## src/design/vrcs_cfg.svh

```systemverilog
// Purpose: constants of the voice recorder command sequencer
// Assumes: 20 MHz system clock
// Notes:   timing counts derive from times in microseconds
`ifndef VRCS_CFG_SVH
`define VRCS_CFG_SVH

`define VRCS_CLK_MHZ      20
`define VRCS_T_RESET_US   125
`define VRCS_T_CMD_US     16
`define VRCS_T_ADDR_US    50
`define VRCS_T_LONG_US    270
`define VRCS_N_RESET      (`VRCS_T_RESET_US * `VRCS_CLK_MHZ)
`define VRCS_N_CMD        (`VRCS_T_CMD_US * `VRCS_CLK_MHZ)
`define VRCS_N_ADDR       (`VRCS_T_ADDR_US * `VRCS_CLK_MHZ)
`define VRCS_N_LONG       (`VRCS_T_LONG_US * `VRCS_CLK_MHZ)
`define VRCS_BUSY_W       13

`define VRCS_CHANNELS     8
`define VRCS_NIB_LAST     3'h7
`define VRCS_VOICE_X_FIRST 12'h008
`define VRCS_VOICE_X_LAST 12'hFFF
`define VRCS_Y_LAST_3B    8'hA9
`define VRCS_Y_LAST_4B    8'h7F
`define VRCS_ROWS_8W      12'h1FF
`define VRCS_ROWS_4W      12'h3FE
`define VRCS_ROWS_2W      12'h7FC

// Index entry layout: start row above the 20-bit stop address
`define VRCS_ENT_START_LSB 20
`define VRCS_ENT_STOP_MSB  19

// Argument nibble field positions
`define VRCS_VDS_WIDTH_BIT 2
`define VRCS_CHANNEL_SELECT_CMD_MODE_BIT 3

// Reset values
`define VRCS_RST_RATE     2'h0
`define VRCS_RST_WSEL     2'h0
`define VRCS_RST_WIDTH    1'b0
`define VRCS_RST_DETECT   2'h0
`define VRCS_RST_CHANNEL_SELECT_CMD     3'h0
`define VRCS_RST_MODE     1'b0
`define VRCS_RST_ENTRY    32'h0000_0000

`endif

```

## src/design/vrcs_pkg.sv

```systemverilog
// Purpose: types of the voice recorder command sequencer
// Assumes: nothing beyond the constants header
// Notes:   opcodes are the 4-bit first nibble of each command
package vrcs_pkg;

   typedef enum logic [3:0] {
      VRCS_IDLE   = 4'h1,
      VRCS_VWAIT  = 4'h2,
      VRCS_ACTIVE = 4'h4,
      VRCS_PAUSED = 4'h8
   } vrcs_state_t;

   typedef enum logic [3:0] {
      PH_OP  = 4'h1,
      PH_ARG = 4'h2,
      PH_AWR = 4'h4,
      PH_ARD = 4'h8
   } vrcs_phase_t;

   typedef enum logic [3:0] {
      OP_NOP    = 4'h0,
      OP_PAUSE  = 4'h1,
      OP_PLAY   = 4'h2,
      OP_REC    = 4'h3,
      OP_START  = 4'h4,
      OP_STOP   = 4'h5,
      OP_RATE   = 4'h6,
      OP_CHANNEL_SELECT_CMD   = 4'h7,
      OP_INDEX_ADDRESS_WRITE_CMD  = 4'h8,
      OP_INDEX_ADDRESS_READ_CMD  = 4'h9,
      OP_XFER   = 4'hA,
      OP_EXTIO  = 4'hB,
      OP_DETECT = 4'hC
   } vrcs_op_t;

   typedef enum logic [1:0] {
      DET_OFF = 2'h0,
      DET_64  = 2'h1,
      DET_32  = 2'h2,
      DET_16  = 2'h3
   } vrcs_detect_t;

endpackage

```

## src/design/vrcs_sequencer.sv

```systemverilog
// Purpose: nibble-wide command interpreter of a record/playback voice device
// Assumes: host inputs synchronous to clk; sampleTick pulses once per stored sample
// Notes:   address = {row[11:0], column[7:0]}; index area holds 8 channel entries
//
// Overview of operation
// - Voice data rows run 008h to FFFh; lower rows hold no voice.
// - Index write takes 8 nibbles LSB first: stop column, stop row, start row.
// - After index read, each read strobe returns the next of 8 address nibbles.
// - Status unreadable during index read; host waits busy after the last.
// - Width bit 0 selects 3-bit coding, 1 selects 4-bit coding.
// - Detect level 00 off, 01 supply/64, 10 supply/32, 11 supply/16.
// - Mode bit 0 is direct: channel from channel bits, count select ignored.
// - Direct record start loads stored start and stop into counter and stop register.
// - Recording ends when counter equals stop register; active flag clears.
// - Stop during recording stores counter as the new channel stop address.
// - Mode bit 1 selects fixed or flex by the two count select bits.
// - Fixed start loads generated addresses into counter, stop register, index.
// - Flex start uses previous stop plus one and memory end, saved to index.
// - Once flex recording reached memory end, no further channel may record; code refuses only a flex record start whose previous channel stops at row FFFh.
// - Playback ignores detect level and loads the stored channel addresses.
// - Playback ends at stop address; stop command does no address update.
// - Pause suspends, start resumes; while paused both flags read 1.
// - Start while paused resumes voice triggered recording without voice.
// - Stop while paused ends the operation and returns to standby.
// - With detection on, wait for voice: wait flag 1, then active flag.
// - Stop during voice wait ends the wait, staying in record standby.
// - Status nibble: bit3 full, bit2 wait, bit1 active, bit0 busy.
// - Busy reads high during reset processing and any command processing.
// - Active flag high while recording or playing; only stop, pause, resume.
// - Full flag clears on record mode, play mode or start command.
`timescale 1ns/1ps
`include "vrcs_cfg.svh"

module vrcs_sequencer
   import vrcs_pkg::*;
#(
   parameter logic [`VRCS_BUSY_W-1:0] BUSY_LONG_CYC = `VRCS_BUSY_W'(`VRCS_N_LONG)
) (
   // Clock and reset
   input  wire logic        clk,
   input  wire logic        sys_rst,
   // Host nibble bus
   input  wire logic [3:0]  hostData,
   input  wire logic        hostWr,
   input  wire logic        hostRd,
   output logic      [3:0]  hostRdData,
   // Audio path
   input  wire logic        sampleTick,
   input  wire logic        voiceDetect,
   // Settings and progress
   output logic      [1:0]  rateSel,
   output logic             bitLength4,
   output logic      [1:0]  detectLevel,
   output logic             recording,
   output logic             playing,
   output logic      [19:0] addrCount
);

   vrcs_state_t            state;
   vrcs_state_t            next_state;
   vrcs_phase_t            phase;
   vrcs_op_t               argOp;
   logic [2:0]             nibCnt;
   logic [27:0]            asmAddr;
   logic                   recMode;
   logic                   full;
   logic [`VRCS_BUSY_W-1:0] busyCnt;
   logic [1:0]             wordSel;
   logic [2:0]             chanSel;
   logic                   modeBit;
   logic [19:0]            stopReg;
   logic [31:0]            idxEntry [`VRCS_CHANNELS];

   // Host command decode
   wire vrcs_op_t op       = vrcs_op_t'(hostData);
   wire           busy     = (busyCnt != '0);
   wire           wrAcc    = hostWr && !busy;
   wire           opWr     = wrAcc && (phase == PH_OP);
   wire           argWr    = wrAcc && (phase == PH_ARG);
   wire           awrWr    = wrAcc && (phase == PH_AWR);
   wire           awrLast  = awrWr && (nibCnt == `VRCS_NIB_LAST);
   wire           ardRd    = hostRd && (phase == PH_ARD);
   wire           ardLast  = ardRd && (nibCnt == `VRCS_NIB_LAST);
   wire           running  = (state == VRCS_ACTIVE) || (state == VRCS_PAUSED);
   wire           opOk     = (state == VRCS_IDLE)
                           || (op == OP_STOP)
                           || (op == OP_PAUSE && state == VRCS_ACTIVE)
                           || (op == OP_START && state == VRCS_PAUSED);
   wire           opTake   = opWr && opOk;
   wire           startIdle = opTake && op == OP_START && state == VRCS_IDLE;
   wire           resume   = opTake && op == OP_START && state == VRCS_PAUSED;
   wire           doStop   = opTake && op == OP_STOP && state != VRCS_IDLE;
   wire           doPause  = opTake && op == OP_PAUSE && state == VRCS_ACTIVE;
   wire           argNext  = opTake && (op == OP_RATE || op == OP_CHANNEL_SELECT_CMD || op == OP_DETECT);

   // Control mode and address generation
   wire        flexMode  = modeBit && (wordSel == 2'h3);
   wire        fixedMode = modeBit && !flexMode;
   wire [7:0]  yLast     = bitLength4 ? `VRCS_Y_LAST_4B : `VRCS_Y_LAST_3B;
   wire [19:0] memEnd    = {`VRCS_VOICE_X_LAST, yLast};
   wire [2:0]  chanEff   = !fixedMode ? chanSel :
                           (wordSel == 2'h1) ? {1'b0, chanSel[1:0]} :
                           (wordSel == 2'h2) ? {2'h0, chanSel[0]} : chanSel;
   wire [11:0] fixRows   = (wordSel == 2'h1) ? `VRCS_ROWS_4W :
                           (wordSel == 2'h2) ? `VRCS_ROWS_2W : `VRCS_ROWS_8W;
   wire [11:0] fixStartX = `VRCS_VOICE_X_FIRST + 12'(chanEff * fixRows);
   wire [19:0] fixStop   = {12'(fixStartX + fixRows - 12'h001), yLast};
   wire [31:0] curEntry  = idxEntry[chanEff];
   wire [31:0] prevEntry = idxEntry[3'(chanSel - 3'h1)];
   wire [11:0] prevStopX = prevEntry[`VRCS_ENT_STOP_MSB -: 12];
   wire        flexFirst = (chanSel == 3'h0);
   wire [11:0] flexStartX = flexFirst ? `VRCS_VOICE_X_FIRST : 12'(prevStopX + 12'h001);
   wire        flexNoRoom = !flexFirst && (prevStopX == `VRCS_VOICE_X_LAST);
   wire        genRec    = recMode && modeBit;
   wire [11:0] loadStartX = (recMode && flexMode)  ? flexStartX :
                            (recMode && fixedMode) ? fixStartX :
                            curEntry[31:`VRCS_ENT_START_LSB];
   wire [19:0] loadStop  = (recMode && flexMode)  ? memEnd :
                           (recMode && fixedMode) ? fixStop :
                           curEntry[`VRCS_ENT_STOP_MSB:0];
   wire        refuse    = startIdle && recMode && flexMode && flexNoRoom;
   wire        loadGo    = startIdle && !refuse;
   wire        endHit    = (state == VRCS_ACTIVE) && (addrCount == stopReg);
   wire        stopUpd   = doStop && recMode && running;
   wire [19:0] addrStep  = (addrCount[7:0] == yLast) ?
                           {12'(addrCount[19:8] + 12'h001), 8'h00} :
                           20'(addrCount + 20'h00001);

   // Index area write port
   wire        idxWrEn   = awrLast || (loadGo && genRec) || stopUpd;
   wire [31:0] idxWrData = awrLast ? {hostData, asmAddr} :
                           stopUpd ? {curEntry[31:`VRCS_ENT_START_LSB], addrCount} :
                           {loadStartX, loadStop};

   // Status
   wire        fullSet   = (endHit && recMode && flexMode && stopReg == memEnd) || refuse;
   wire        fullClr   = opTake && (op == OP_REC || op == OP_PLAY || op == OP_START);
   wire        suspFlag  = (state == VRCS_VWAIT) || (state == VRCS_PAUSED);
   wire [3:0]  statusNib = {full, suspFlag, running, busy};
   wire [31:0] rdEntry   = idxEntry[chanEff];
   wire [3:0]  rdNib     = rdEntry[{nibCnt, 2'h0} +: 4];

   assign recording = running && recMode;
   assign playing   = running && !recMode;

   genvar gi;
   generate
      for (gi = 0; gi < `VRCS_CHANNELS; gi++) begin : g_idx
         always_ff @(posedge clk) begin
            if (sys_rst) begin
               idxEntry[gi] <= `VRCS_RST_ENTRY;
            end else if (idxWrEn && chanEff == 3'(gi)) begin
               idxEntry[gi] <= idxWrData;
            end
         end
      end
   endgenerate

   always_comb begin
      next_state = state;
      case (state)
         VRCS_IDLE: begin
            if (loadGo) begin
               next_state = (recMode && detectLevel != DET_OFF) ? VRCS_VWAIT : VRCS_ACTIVE;
            end
         end
         VRCS_VWAIT: begin
            if (doStop) begin
               next_state = VRCS_IDLE;
            end else if (voiceDetect) begin
               next_state = VRCS_ACTIVE;
            end
         end
         VRCS_ACTIVE: begin
            if (doStop || endHit) begin
               next_state = VRCS_IDLE;
            end else if (doPause) begin
               next_state = VRCS_PAUSED;
            end
         end
         VRCS_PAUSED: begin
            if (doStop) begin
               next_state = VRCS_IDLE;
            end else if (resume) begin
               next_state = VRCS_ACTIVE;
            end
         end
         default: next_state = VRCS_IDLE;
      endcase
   end

   always_ff @(posedge clk) begin
      if (sys_rst) begin
         state <= VRCS_IDLE;
      end else begin
         state <= next_state;
      end
   end

   // Busy timer: reset, command and address nibble intervals
   always_ff @(posedge clk) begin
      if (sys_rst) begin
         busyCnt <= `VRCS_BUSY_W'(`VRCS_N_RESET);
      end else if (opTake && (op == OP_INDEX_ADDRESS_WRITE_CMD || op == OP_INDEX_ADDRESS_READ_CMD)) begin
         busyCnt <= BUSY_LONG_CYC;
      end else if (opTake || argWr) begin
         busyCnt <= `VRCS_BUSY_W'(`VRCS_N_CMD);
      end else if (awrWr || ardRd) begin
         busyCnt <= `VRCS_BUSY_W'(`VRCS_N_ADDR);
      end else if (busy) begin
         busyCnt <= busyCnt - `VRCS_BUSY_W'(1);
      end
   end

   // Command phase and nibble position
   always_ff @(posedge clk) begin
      if (sys_rst) begin
         phase  <= PH_OP;
         nibCnt <= 3'h0;
         argOp  <= OP_NOP;
      end else begin
         if (argNext) begin
            phase <= PH_ARG;
            argOp <= op;
         end else if (opTake && op == OP_INDEX_ADDRESS_WRITE_CMD) begin
            phase <= PH_AWR;
         end else if (opTake && op == OP_INDEX_ADDRESS_READ_CMD) begin
            phase <= PH_ARD;
         end else if (argWr || awrLast || ardLast) begin
            phase <= PH_OP;
         end
         if (awrLast || ardLast) begin
            nibCnt <= 3'h0;
         end else if (awrWr || ardRd) begin
            nibCnt <= nibCnt + 3'h1;
         end
      end
   end

   always_ff @(posedge clk) begin
      if (sys_rst) begin
         asmAddr <= 28'h0000000;
      end else if (awrWr && !awrLast) begin
         asmAddr[{nibCnt, 2'h0} +: 4] <= hostData;
      end
   end

   // Argument nibbles
   always_ff @(posedge clk) begin
      if (sys_rst) begin
         rateSel     <= `VRCS_RST_RATE;
         wordSel     <= `VRCS_RST_WSEL;
         bitLength4  <= `VRCS_RST_WIDTH;
         detectLevel <= `VRCS_RST_DETECT;
         chanSel     <= `VRCS_RST_CHANNEL_SELECT_CMD;
         modeBit     <= `VRCS_RST_MODE;
      end else if (argWr) begin
         case (argOp)
            OP_RATE: begin
               wordSel <= hostData[3:2];
               rateSel <= hostData[1:0];
            end
            OP_CHANNEL_SELECT_CMD: begin
               modeBit <= hostData[`VRCS_CHANNEL_SELECT_CMD_MODE_BIT];
               chanSel <= hostData[2:0];
            end
            OP_DETECT: begin
               bitLength4  <= hostData[`VRCS_VDS_WIDTH_BIT];
               detectLevel <= hostData[1:0];
            end
            default: ;
         endcase
      end
   end

   // Address counter, stop register, mode and full flag
   always_ff @(posedge clk) begin
      if (sys_rst) begin
         addrCount <= 20'h00000;
         stopReg   <= 20'h00000;
         recMode   <= 1'b0;
         full      <= 1'b0;
      end else begin
         if (loadGo) begin
            addrCount <= {loadStartX, 8'h00};
            stopReg   <= loadStop;
         end else if (state == VRCS_ACTIVE && sampleTick && !endHit) begin
            addrCount <= addrStep;
         end
         if (opTake && op == OP_REC) begin
            recMode <= 1'b1;
         end else if (opTake && op == OP_PLAY) begin
            recMode <= 1'b0;
         end
         if (fullSet) begin
            full <= 1'b1;
         end else if (fullClr) begin
            full <= 1'b0;
         end
      end
   end

   // Read strobe answers one cycle later: address nibble or status
   always_ff @(posedge clk) begin
      if (sys_rst) begin
         hostRdData <= 4'h0;
      end else if (hostRd) begin
         hostRdData <= (phase == PH_ARD) ? rdNib : statusNib;
      end else begin
         hostRdData <= 4'h0;
      end
   end

   a_status_nibble: assert property (@(posedge clk) disable iff (sys_rst)
      hostRd && phase != PH_ARD |=> hostRdData == $past(statusNib))
      else $error("status nibble wrong");
   a_read_nibble: assert property (@(posedge clk) disable iff (sys_rst)
      ardRd |=> hostRdData == $past(rdNib) && phase == (($past(nibCnt) == 3'h7) ? PH_OP : PH_ARD))
      else $error("address read nibble wrong");
   a_busy_after_cmd: assert property (@(posedge clk) disable iff (sys_rst)
      opTake |=> busy [*8])
      else $error("busy not held after command");
   a_pause_flags: assert property (@(posedge clk) disable iff (sys_rst)
      doPause |=> statusNib[2:1] == 2'h3 && state == VRCS_PAUSED)
      else $error("pause flags wrong");
   a_voice_wait: assert property (@(posedge clk) disable iff (sys_rst)
      state == VRCS_VWAIT && voiceDetect && !doStop |=> state == VRCS_ACTIVE && !suspFlag)
      else $error("voice wait not ended on voice");
   a_end_stop: assert property (@(posedge clk) disable iff (sys_rst)
      endHit |=> state == VRCS_IDLE && !running)
      else $error("operation did not end at stop address");
   a_stop_store: assert property (@(posedge clk) disable iff (sys_rst)
      stopUpd |=> idxEntry[$past(chanEff)][19:0] == $past(addrCount))
      else $error("stop address not stored");
   a_index_write: assert property (@(posedge clk) disable iff (sys_rst)
      awrLast |=> idxEntry[$past(chanEff)] == {$past(hostData), $past(asmAddr)} && nibCnt == 3'h0)
      else $error("index write wrong");
   a_direct_load: assert property (@(posedge clk) disable iff (sys_rst)
      loadGo && !genRec |=> addrCount == {$past(curEntry[31:20]), 8'h00}
                            && stopReg == $past(curEntry[19:0]))
      else $error("stored addresses not loaded");
   a_full_clear: assert property (@(posedge clk) disable iff (sys_rst)
      fullClr && !fullSet |=> !full)
      else $error("full flag not cleared");
   a_width_sel: assert property (@(posedge clk) disable iff (sys_rst)
      argWr && argOp == OP_DETECT |=> bitLength4 == $past(hostData[2]))
      else $error("coding width not taken");
   a_gen_index: assert property (@(posedge clk) disable iff (sys_rst)
      loadGo && genRec |=> idxEntry[$past(chanEff)] == {addrCount[19:8], stopReg}
                           && addrCount[7:0] == 8'h00)
      else $error("generated addresses not saved to index");
   a_flex_start: assert property (@(posedge clk) disable iff (sys_rst)
      loadGo && recMode && flexMode |=> stopReg[19:8] == `VRCS_VOICE_X_LAST
         && addrCount[19:8] == ($past(flexFirst) ? `VRCS_VOICE_X_FIRST
                                                 : 12'($past(prevStopX) + 12'h001)))
      else $error("flex addresses wrong");
   a_flex_refuse: assert property (@(posedge clk) disable iff (sys_rst)
      refuse |=> full && state == VRCS_IDLE)
      else $error("flex start not refused at memory end");
   a_play_stop: assert property (@(posedge clk) disable iff (sys_rst)
      doStop && !recMode |-> !idxWrEn)
      else $error("playback stop touched the index area");
   a_resume_go: assert property (@(posedge clk) disable iff (sys_rst)
      resume |=> state == VRCS_ACTIVE)
      else $error("start did not resume");

   c_record_end: cover property (@(posedge clk) disable iff (sys_rst) endHit && recMode);
   c_pause_resume: cover property (@(posedge clk) disable iff (sys_rst) resume);
   c_read_done: cover property (@(posedge clk) disable iff (sys_rst) ardLast);
   c_flex_full: cover property (@(posedge clk) disable iff (sys_rst) fullSet);
   c_fixed_start: cover property (@(posedge clk) disable iff (sys_rst) loadGo && fixedMode);

endmodule

```

## config.mk

```make
export PLATFORM = sky130hd
export DESIGN_NAME = vrcs_sequencer
export DESIGN_NICKNAME = d
export VERILOG_FILES = /design/src/design/vrcs_pkg.sv /design/src/design/vrcs_sequencer.sv
export VERILOG_INCLUDE_DIRS = /design/src /design/src/design
export SDC_FILE = /design/constraint.sdc
export NUM_CORES = 1
export LEC_CHECK = 0
export BUFFER_PORTS_ARGS = -buffer_cell sky130_fd_sc_hd__clkbuf_2
export CAP_MARGIN = 20
export CORE_MARGIN = 10
export CORE_UTILIZATION = 25
export CTS_BUF_LIST = sky130_fd_sc_hd__clkbuf_4
export CTS_CLUSTER_DIAMETER = 200
export CTS_CLUSTER_SIZE = 30
export DETAILED_ROUTE_END_ITERATION = 10
export PLACE_DENSITY = 0.49
export SETUP_SLACK_MARGIN = 0.15
export SLEW_MARGIN = 10
export SYNTH_ARGS = -nofsm -noshare
export SYNTH_HDL_FRONTEND = slang
export SYNTH_SLANG_ARGS = --single-unit
```

## constraint.sdc

```tcl
create_clock -name clk -period 8.7 [get_ports clk]
set_input_delay 2.61 -clock clk [delete_from_list [all_inputs] [get_ports clk]]
set_output_delay 2.61 -clock clk [all_outputs]
set_load 0.03 [all_outputs]
```

==> results.sh, run 1 <==
export IMPL_status="finished clean"
export IMPL_crit_fanout=10
export IMPL_synth_area_sq_um=20050
export IMPL_grt_max_degree=59
export IMPL_boundaryPins=41
export IMPL_start_kind="register"
export IMPL_wire_per_inst_microns=22.95
export IMPL_start_util_pct=25.30
export IMPL_cts_inserted_buffers=16
export IMPL_numClockSinks=369
export IMPL_fin_tns_setup_ps=0
export IMPL_postRouteAntennaNets=0
export IMPL_gp_congestion=0.9015
export IMPL_dieArea_sq_um=91920
export IMPL_synth_area_top_cells="edfxtp_1, dfxtp_1, mux4_2, nor2_1, mux2i_1"
export IMPL_hold_buffers=0
export IMPL_drv_slew=0
export IMPL_cts_tree="yes"
export IMPL_end_kind="register"
export IMPL_crit_type="register to register"
export IMPL_die_h_microns=303.2
export IMPL_ys_ff_latch=369
export IMPL_syn_avg_cell_area_sq_um=11.21
export IMPL_cpPeakStageDelay_ps=930
export IMPL_fill_cells=8252
export IMPL_cp_required_ps=9300
export IMPL_fmax_ghz=0.1500
export IMPL_areaGrowthSynthToFinish_pct=7.295
export IMPL_drive_above_1_share_pct=12.71
export IMPL_grt_first_pass_wirelength_microns=95850
export IMPL_min_path_type="register to register"
export IMPL_synth_top_cell_area_share_pct=38.34
export IMPL_synthFlopType="edfxtp_1"
export IMPL_grtUsageTotal_pct=13.66
export IMPL_insertion_delay_ps=850
export IMPL_final_core_util_pct=27.14
export IMPL_swShare_pct=24.75
export IMPL_drc=0
export IMPL_syn_inst=1788
export IMPL_cts_htree_levels=1
export IMPL_worst_pin_slew_ps=1148
export IMPL_hold_ws_ps=513.1
export IMPL_core_area_sq_um=79260
export IMPL_crit_chain="ha_1, nor3b_1, a21oi_4, clkinv_1, fa_1, inv_1, ha_1, ha_1, a21o_1, a21oi_1, o21ai_0, a21oi_1, xnor2_1, ha_1, ha_1, nand3b_1, mux2_2, o2111a_1, a221oi_1, nor4_1"
export IMPL_irDropWorstVdd_v=0.00008886
export IMPL_stdcell_count=2828
export IMPL_synth_edff_count=256
export IMPL_cts_resized=0
export IMPL_combPwrFrac_pct=7.0
export IMPL_rsz0062_at_grt="false"
export IMPL_drt_first_pass_iters=6
export IMPL_grt_pass1_vias=14530
export IMPL_fin_skew_ps=85.32
export IMPL_finalHoldViolCount=0
export IMPL_internal_power_mw=2.168
export IMPL_cap_violations=0
export IMPL_setup_violations=0
export IMPL_synth_top_cell_by_area="edfxtp_1"
export IMPL_wl_microns=64900
export IMPL_power_density_nw_per_um2=133.9
export IMPL_overflow=0
export IMPL_post_route_min_period_ps=6665
export IMPL_crit_top_cell="ha_1"
export IMPL_fp_row_count=103
export IMPL_async_flop_share_pct=0
export IMPL_via_per_inst=5.163
export IMPL_path_clk_slew_ps=350
export IMPL_period_share_pct=76.61
export IMPL_die_w_microns=303.2
export IMPL_post_cts_buffers=0
export IMPL_power_leakage_nw=7.643
export IMPL_synth_cell_types=89
export IMPL_finalPower_mw=2.881
export IMPL_syn_nets=1844
export IMPL_cts_max_path_buffers=3
export IMPL_register_area_sq_um=9953
export IMPL_num_antenna_cells=0
export IMPL_seq_power_share_pct=68.1
export IMPL_portBuffers=40
export IMPL_dpl_cell_count=2798
export IMPL_multi_input_area_sq_um=9344
export IMPL_yosysSeqAreaShare_pct=49.63
export IMPL_synth_most_common_cell="nor2_1"
export IMPL_drt_iter0_drc=1238
export IMPL_power_frac_clock_pct=24.9
export IMPL_synth_warnings=0
export IMPL_reg2reg_slack_ps=2030
export IMPL_dp_hpwl_microns=44200
export IMPL_nNetsFinal=1825
export IMPL_p_switching_uw=713.0
export IMPL_antenna_found_initial=0
export IMPL_slew_headroom_pct=23.45
export IMPL_synth_common_cells="nor2_1, edfxtp_1, nand2_1"
export IMPL_slowest_stage="a221oi_1"
export IMPL_root_buffer="clkbuf_4"
export IMPL_vias=14600
export IMPL_arrival_ps=7270
==> cell type report <==
class / count / area share, %
clock inverter: 2 / 0.2792
sequential: 369 / 46.27
tap: 1050 / 6.107
inverter: 51 / 0.8899
multi-input combinational: 1258 / 43.44
timing repair buffer: 73 / 2.146
clock buffer: 25 / 0.8724
==> power by group through the flow <==
stage,Clock (mW),Combinational (mW),Sequential (mW)
after floorplan,0,0.119,1.99
after global placement,0,0.196,2.00
after detailed placement,0,0.199,2.00
after CTS,0.737,0.199,1.96
after global routing,0.787,0.212,1.97
final,0.717,0.201,1.96
==> flip-flops by register name, indices dropped and copies added, names as in the netlist <==
register,flops
state,4
stopReg,20
addrCount,20
idxEntry,256
modeBit,1
chanSel,3
wordSel,2
detectLevel,2
phase,4
bitLength4,1
full,1
argOp,4
nibCnt,3
busyCnt,13
rateSel,2
asmAddr,28
hostRdData,4
recMode,1
==> layer usage <==
metal	track usage, %	vias up	part of all wire (%)
li1	-	6507	-
met1	18.84	7433	44
met2	22.62	573	47
met3	1.869	87	6.6
met4	2.804	0	2.0
met5	0	-	0
==> worst max-delay path: cells and delay by family, from the launching register on <==
| family | cells | cell delay (ps) |
|---|---|---|
| fa+ha+maj | 6 | 2430 |
| buf+inv | 2 | 500 |
| xor+xnor | 1 | 220 |
| mux | 1 | 270 |
| flops | 1 | 460 |
| simple gates | 3 | 510 |
| compound gates | 7 | 2050 |
==> logic make-up (layout without fill, tap and decap cells) <==
kind of cell | Yosys count | in the layout | synth area share, %
buf+inv | 161 | 151 | 4.225
xor+xnor | 72 | 72 | 3.320
compound gates | 224 | 224 | 7.714
flops | 369 | 369 | 49.63
simple gates | 723 | 723 | 16.40
mux | 193 | 193 | 15.58
fa+ha+maj | 46 | 46 | 3.133
==> cell usage in the layout (no fill, tap or decap), types with 23 or more instances in the layout <==
cell type	count
nor2_1	384
edfxtp_1	256
nand2_1	112
dfxtp_1	112
mux2i_1	101
mux4_2	77
a21oi_1	66
xnor2_1	47
inv_1	44
ha_1	39
clkbuf_2	39
nand3_1	33
buf_4	32
nor3_1	30
o21ai_0	28
clkbuf_4	25
nor4_1	23
==> stage by stage <==
step | instance area, sq um | setup slack (ps)
2_1_floorplan | 20050 | 1286
3_3_place_gp | 21220 | 1931
5_1_grt | 21510 | 1562
6_report | 21510 | 2035
3_5_place_dp | 21230 | 1715
4_1_cts | 21480 | 1728
==> final timing paths <==
| path | start | to | cells past startpoint |
|---|---|---|---|
| min | full | hostRdData[3] | 2 |
| max | wordSel[1] | idxEntry[7][18] | 20 |
| min reg2reg | full | hostRdData[3] | 2 |
| max reg2reg | wordSel[1] | idxEntry[7][18] | 20 |
Note: power is estimated with default switching activity, not from simulation.
==> run 2: changes to the inputs <==
- clock period: 8.7 -> 6.63 ns (I/O delays scaled with it)
==> run 2 against run 1 <==
Compared with the run above:
- design area increased by 0.74%
- fmax rose by 10%
- clock-buffer cell count unchanged
- sequential power up 31%
- wire length grew 0.56%
- first-iteration DRC count grew 3.1%
- power rose by 31%
- critical path type unchanged
- largest cell class unchanged
- largest power group unchanged
- highest routed layer unchanged
==> results.sh, run 2 (synthesis results as in run 1) <==
export IMPL_status="finished clean"
export IMPL_irDropWorstVdd_v=0.0001288
export IMPL_critPathBufInv=4
export IMPL_die_w_microns=303.2
export IMPL_numClockSinks=369
export IMPL_post_cts_buffers=0
export IMPL_setup_violations=0
export IMPL_cts_max_path_buffers=3
export IMPL_grtUsageTotal_pct=13.83
export IMPL_dp_hpwl_microns=44380
export IMPL_gp_congestion=0.9080
export IMPL_fmax_ghz=0.1653
export IMPL_grt_first_pass_wirelength_microns=96660
export IMPL_grt_max_degree=83
export IMPL_hold_depth=2
export IMPL_crit_chain="ha_1, nor3b_1, a21oi_4, clkinv_1, buf_4, fa_1, inv_1, ha_1, ha_1, a21o_1, a21oi_1, o21ai_0, a21oi_1, xnor2_1, ha_1, ha_1, nand3b_1, mux2_2, o2111a_1, a221oi_1, buf_4, nor4_1"
export IMPL_cpPeakStageDelay_ps=490
export IMPL_dieArea_sq_um=91920
export IMPL_final_core_util_pct=27.34
export IMPL_root_buffer="clkbuf_4"
export IMPL_cp_required_ps=7280
export IMPL_nNetsFinal=1842
export IMPL_wl_microns=65260
export IMPL_slowest_stage="nor3b_1"
export IMPL_fp_row_count=103
export IMPL_power_leakage_nw=7.732
export IMPL_slew_headroom_pct=26.23
export IMPL_fin_tns_setup_ps=0
export IMPL_cts_tree="yes"
export IMPL_end_kind="register"
export IMPL_overflow=0
export IMPL_drt_iter0_drc=1276
export IMPL_crit_end="idxEntry[0][18]"
export IMPL_finalHoldViolCount=0
export IMPL_r2r_start="wordSel[0]"
export IMPL_power_density_nw_per_um2=174.6
export IMPL_via_per_inst=5.151
export IMPL_insertion_delay_ps=890
export IMPL_boundaryPins=41
export IMPL_cap_violations=0
export IMPL_rsz0062_at_grt="false"
export IMPL_final_common_cell="nor2_1"
export IMPL_post_route_min_period_ps=6049
export IMPL_period_share_pct=91.24
export IMPL_r2r_end="idxEntry[0][18]"
export IMPL_arrival_ps=6700
export IMPL_dpl_cell_count=2816
export IMPL_use_met3_pct=2.068
export IMPL_largest_reg_flops=256
export IMPL_cpLargestDelayFamily="adder cells"
export IMPL_met1_usage_pct=19.15
export IMPL_reg2reg_depth=22
export IMPL_postRouteAntennaNets=0
export IMPL_start_kind="register"
export IMPL_top_usage_layer="met2"
export IMPL_crit_top_cell="ha_1"
export IMPL_reg2reg_slack_ps=580
export IMPL_start_util_pct=25.30
export IMPL_cts_inserted_buffers=16
export IMPL_worst_pin_slew_ps=1106
export IMPL_cts_resized=0
export IMPL_wire_per_inst_microns=22.93
export IMPL_final_cell_mix="nor2_1, edfxtp_1, nand2_1, dfxtp_1, mux2i_1"
export IMPL_crit_type="register to register"
export IMPL_hold_buffers=0
export IMPL_drive_above_1_share_pct=13.31
export IMPL_fin_skew_ps=150.0
export IMPL_core_area_sq_um=79260
export IMPL_path_clk_slew_ps=350
export IMPL_die_h_microns=303.2
export IMPL_vias=14660
export IMPL_drv_slew=0
export IMPL_cts_htree_levels=1
export IMPL_drt_first_pass_iters=7
export IMPL_met2_usage_pct=22.80
export IMPL_top_register="idxEntry"
export IMPL_drc=0
export IMPL_stdcell_count=2846
export IMPL_top_regs="idxEntry: 256 flops, asmAddr: 28 flops"
export IMPL_min_path_type="register to register"
export IMPL_areaGrowthSynthToFinish_pct=8.088
export IMPL_crit_fanout=10
export IMPL_antenna_found_initial=1
export IMPL_grt_pass1_vias=14380
export IMPL_portBuffers=40
export IMPL_startpoint="wordSel[0]"
export IMPL_worst_path_stages=22
export IMPL_hp_start="full"
[run 2: how the worst min path moves through the flow]
| stage | end |
|---|---|
| 4_1_cts | hostRdData[3] |
| 3_5_place_dp | asmAddr[22] |
| 5_1_grt | hostRdData[3] |
| 2_1_floorplan | hostRdData[3] |
| 6_report | hostRdData[3] |
| 3_3_place_gp | asmAddr[22] |
[run 2: report_power, final]
group	switching (mW)	internal (mW)
combinational	0.183	0.0915
clock	0.719	0.217
sequential	0.0318	2.54
total	0.933	2.85
[run 2: stage by stage]
stage	setup slack (ps)	hold slack [ps]	total power [mW]	area [sq um]
after global placement	931.7	465.5	2.884	21400
after global routing	268.0	505.2	3.917	21670
after floorplan	-359.8	416.0	2.769	20050
final	581.0	503.0	3.784	21670
after detailed placement	714.9	468.4	2.893	21410
after CTS	648.1	506.9	3.813	21650
[run 2: final cells by class]
type,count,area [sq um]
sequential,369,9953
inverter,51,191.4
clock buffer,25,187.7
fill,8320,57590
timing repair buffer,90,628.1
antenna,1,2.502
multi-input combinational,1258,9334
clock inverter,2,60.06
tap,1050,1314
[run 2: metal layers]
metal  part of all wire (%)  vias up  wire length [microns]
met5                      0        -                      0
met4                    1.9        0                   1242
met3                    7.0       70                   4570
li1                       -     6546                      -
met1                     44     7492                  28680
met2                     47      553                  30760
[run 2: worst reg2reg max path: stages, from the launching register on]
cell	delay [ps]
dfxtp_1	420
ha_1	320
nor3b_1	500
a21oi_4	110
clkinv_1	90
buf_4	220
fa_1	470
inv_1	100
ha_1	270
ha_1	330
a21o_1	180
a21oi_1	290
o21ai_0	130
a21oi_1	190
xnor2_1	210
ha_1	300
ha_1	370
nand3b_1	220
mux2_2	280
o2111a_1	170
a221oi_1	340
buf_4	230
nor4_1	70
==> run 3: changes to the inputs <==
- CORE_ASPECT_RATIO: default -> 1.1
==> run 3 against run 2 <==
Compared with the run above:
- power fell by 0.83%
- die area barely moved
- wire length fell by 1.8%
- largest power group unchanged
- highest routed layer is now met5
- sequential cell count did not move
- first-iteration DRC count fell by 11%
==> results.sh, run 3 (synthesis results as in run 1) <==
export IMPL_worst_pin_slew_ps=1087
export IMPL_fill_cells=8351
export IMPL_drive_above_1_share_pct=13.07
export IMPL_hold_buffers=0
export IMPL_setup_ws_ps=784.4
export IMPL_cts_inserted_buffers=16
export IMPL_drv_slew=0
export IMPL_critPathBufInv=4
export IMPL_seq_power_share_pct=68.6
export IMPL_arrival_ps=6440
export IMPL_cts_htree_levels=1
export IMPL_fp_row_count=108
export IMPL_reg2reg_depth=23
export IMPL_post_cts_buffers=0
export IMPL_numClockSinks=369
export IMPL_top_regs="idxEntry: 256 flops, asmAddr: 28 flops"
export IMPL_postRouteAntennaNets=0
export IMPL_grt_first_pass_wirelength_microns=95810
export IMPL_dieArea_sq_um=91940
export IMPL_status="finished clean"
export IMPL_drt_iter0_drc=1136
export IMPL_cap_violations=0
export IMPL_crit_chain="inv_1, ha_1, nor2_1, o21a_1, inv_2, fa_1, inv_1, ha_1, ha_1, a21o_1, a21oi_1, o21ai_0, a21oi_1, xnor2_1, ha_1, ha_1, a21o_1, a41oi_1, xor2_1, nand2_1, a31oi_1, buf_4, nor3_1"
export IMPL_hp_start="full"
export IMPL_die_w_microns=290.0
export IMPL_power_leakage_nw=7.693
export IMPL_wire_per_inst_microns=22.58
export IMPL_cts_max_path_buffers=3
export IMPL_portBuffers=40
export IMPL_path_clk_slew_ps=350
export IMPL_crit_fanout=9
export IMPL_nNetsFinal=1837
export IMPL_overflow=0
export IMPL_via_per_inst=5.073
export IMPL_grt_pass1_vias=14410
export IMPL_swShare_pct=24.99
export IMPL_irDropWorstVdd_v=0.0001142
export IMPL_drc=0
export IMPL_setup_violations=0
export IMPL_drt_first_pass_iters=7
export IMPL_top_register="idxEntry"
export IMPL_end_kind="register"
export IMPL_min_path_type="register to register"
export IMPL_crit_top_cell="ha_1"
export IMPL_finalHoldViolCount=0
export IMPL_finalPower_mw=3.753
export IMPL_multi_input_area_sq_um=9334
export IMPL_cp_required_ps=7220
export IMPL_fin_tns_setup_ps=0
export IMPL_start_util_pct=25.32
export IMPL_fin_skew_ps=107.1
export IMPL_crit_type="register to register"
export IMPL_wl_microns=64090
export IMPL_power_density_nw_per_um2=173.8
export IMPL_cts_tree="yes"
export IMPL_internal_power_mw=2.815
export IMPL_combPwrFrac_pct=7.1
export IMPL_p_switching_uw=937.6
export IMPL_gp_congestion=0.8662
export IMPL_dp_hpwl_microns=43790
export IMPL_largest_reg_flops=256
export IMPL_final_common_cell="nor2_1"
export IMPL_start_kind="register"
export IMPL_vias=14400
export IMPL_die_h_microns=317.0
export IMPL_areaGrowthSynthToFinish_pct=7.720
export IMPL_register_area_sq_um=9953
export IMPL_reg2reg_slack_ps=780
export IMPL_fmax_ghz=0.1711
export IMPL_grt_max_degree=52
export IMPL_dp_slack_ps=909.3
export IMPL_post_route_min_period_ps=5846
export IMPL_slowest_stage="fa_1"
export IMPL_boundaryPins=41
export IMPL_r2r_end="idxEntry[3][19]"
export IMPL_cpPeakStageDelay_ps=520
export IMPL_rsz0062_at_grt="false"
export IMPL_core_area_sq_um=79190
export IMPL_r2r_start="wordSel[0]"
export IMPL_antenna_found_initial=3
export IMPL_min_to="hostRdData[3]"
export IMPL_period_share_pct=88.17
export IMPL_power_frac_clock_pct=24.3
export IMPL_slew_headroom_pct=27.54
export IMPL_startpoint="wordSel[0]"
export IMPL_final_cell_mix="nor2_1, edfxtp_1, nand2_1, dfxtp_1, mux2i_1"
export IMPL_grtUsageTotal_pct=13.52
export IMPL_hold_depth=2
export IMPL_root_buffer="clkbuf_4"
export IMPL_insertion_delay_ps=860
export IMPL_cts_resized=0
export IMPL_cpLargestDelayFamily="adder cells"
[run 3: changes by cell type in the layout (fill, tap and decap cells not counted)]
cell,delta
buf_4,-3
diode_2,+2
buf_12,-1
bufinv_16,-1
[run 3: cell type report]
type,count,share of cell area (%)
Sequential cell,369,46.09
Multi-Input combinational cell,1258,43.22
Tap cell,1045,6.054
Timing Repair Buffer,85,2.677
Clock buffer,26,0.9038
Inverter,51,0.8864
Clock inverter,1,0.1390
Antenna cell,3,0.03476
[run 3: worst max path at each step]
stage / to / slack (ps) / cells after the start
2_1_floorplan: idxEntry[1][0] / -360 / 21
3_3_place_gp: idxEntry[0][19] / 940 / 22
3_5_place_dp: idxEntry[3][18] / 910 / 22
4_1_cts: idxEntry[0][19] / 840 / 22
5_1_grt: idxEntry[3][19] / 400 / 23
6_report: idxEntry[3][19] / 780 / 23
[run 3: metrics by stage]
step                cell area (sq um)  utilization [%]  instances  hold WS [ps]
CTS                             21580            27.25       2834         513.9
global route                    21590            27.27       2836         534.5
global placement                21350            26.96       2806         460.1
finish                          21600            27.27       2838         513.6
floorplan                       20050                -       1788         416.0
detailed placement              21360            26.97       2807         476.7
[run 3: layer usage]
metal / vias to the layer above / track usage, % / routed length [microns] / share of wire (%)
li1: 6536 / - / - / -
met1: 7281 / 17.58 / 27660 / 43
met2: 486 / 23.38 / 31130 / 49
met3: 91 / 1.697 / 3555 / 5.5
met4: 2 / 3.747 / 1732 / 2.7
met5: - / 0 / 13 / 0.020
[run 3: tightest hold or removal path: stages, from the launching register on]
cell     delay (ps)
dfxtp_1         390
nand2_1          50
nand2_1          80
[run 3: power groups by stage]
stage	Combinational [mW]	Sequential (mW)	Clock [mW]
floorplan	0.157	2.61	0
global placement	0.264	2.62	0
detailed placement	0.266	2.62	0
CTS	0.267	2.57	0.943
global route	0.284	2.58	1.00
finish	0.267	2.57	0.912
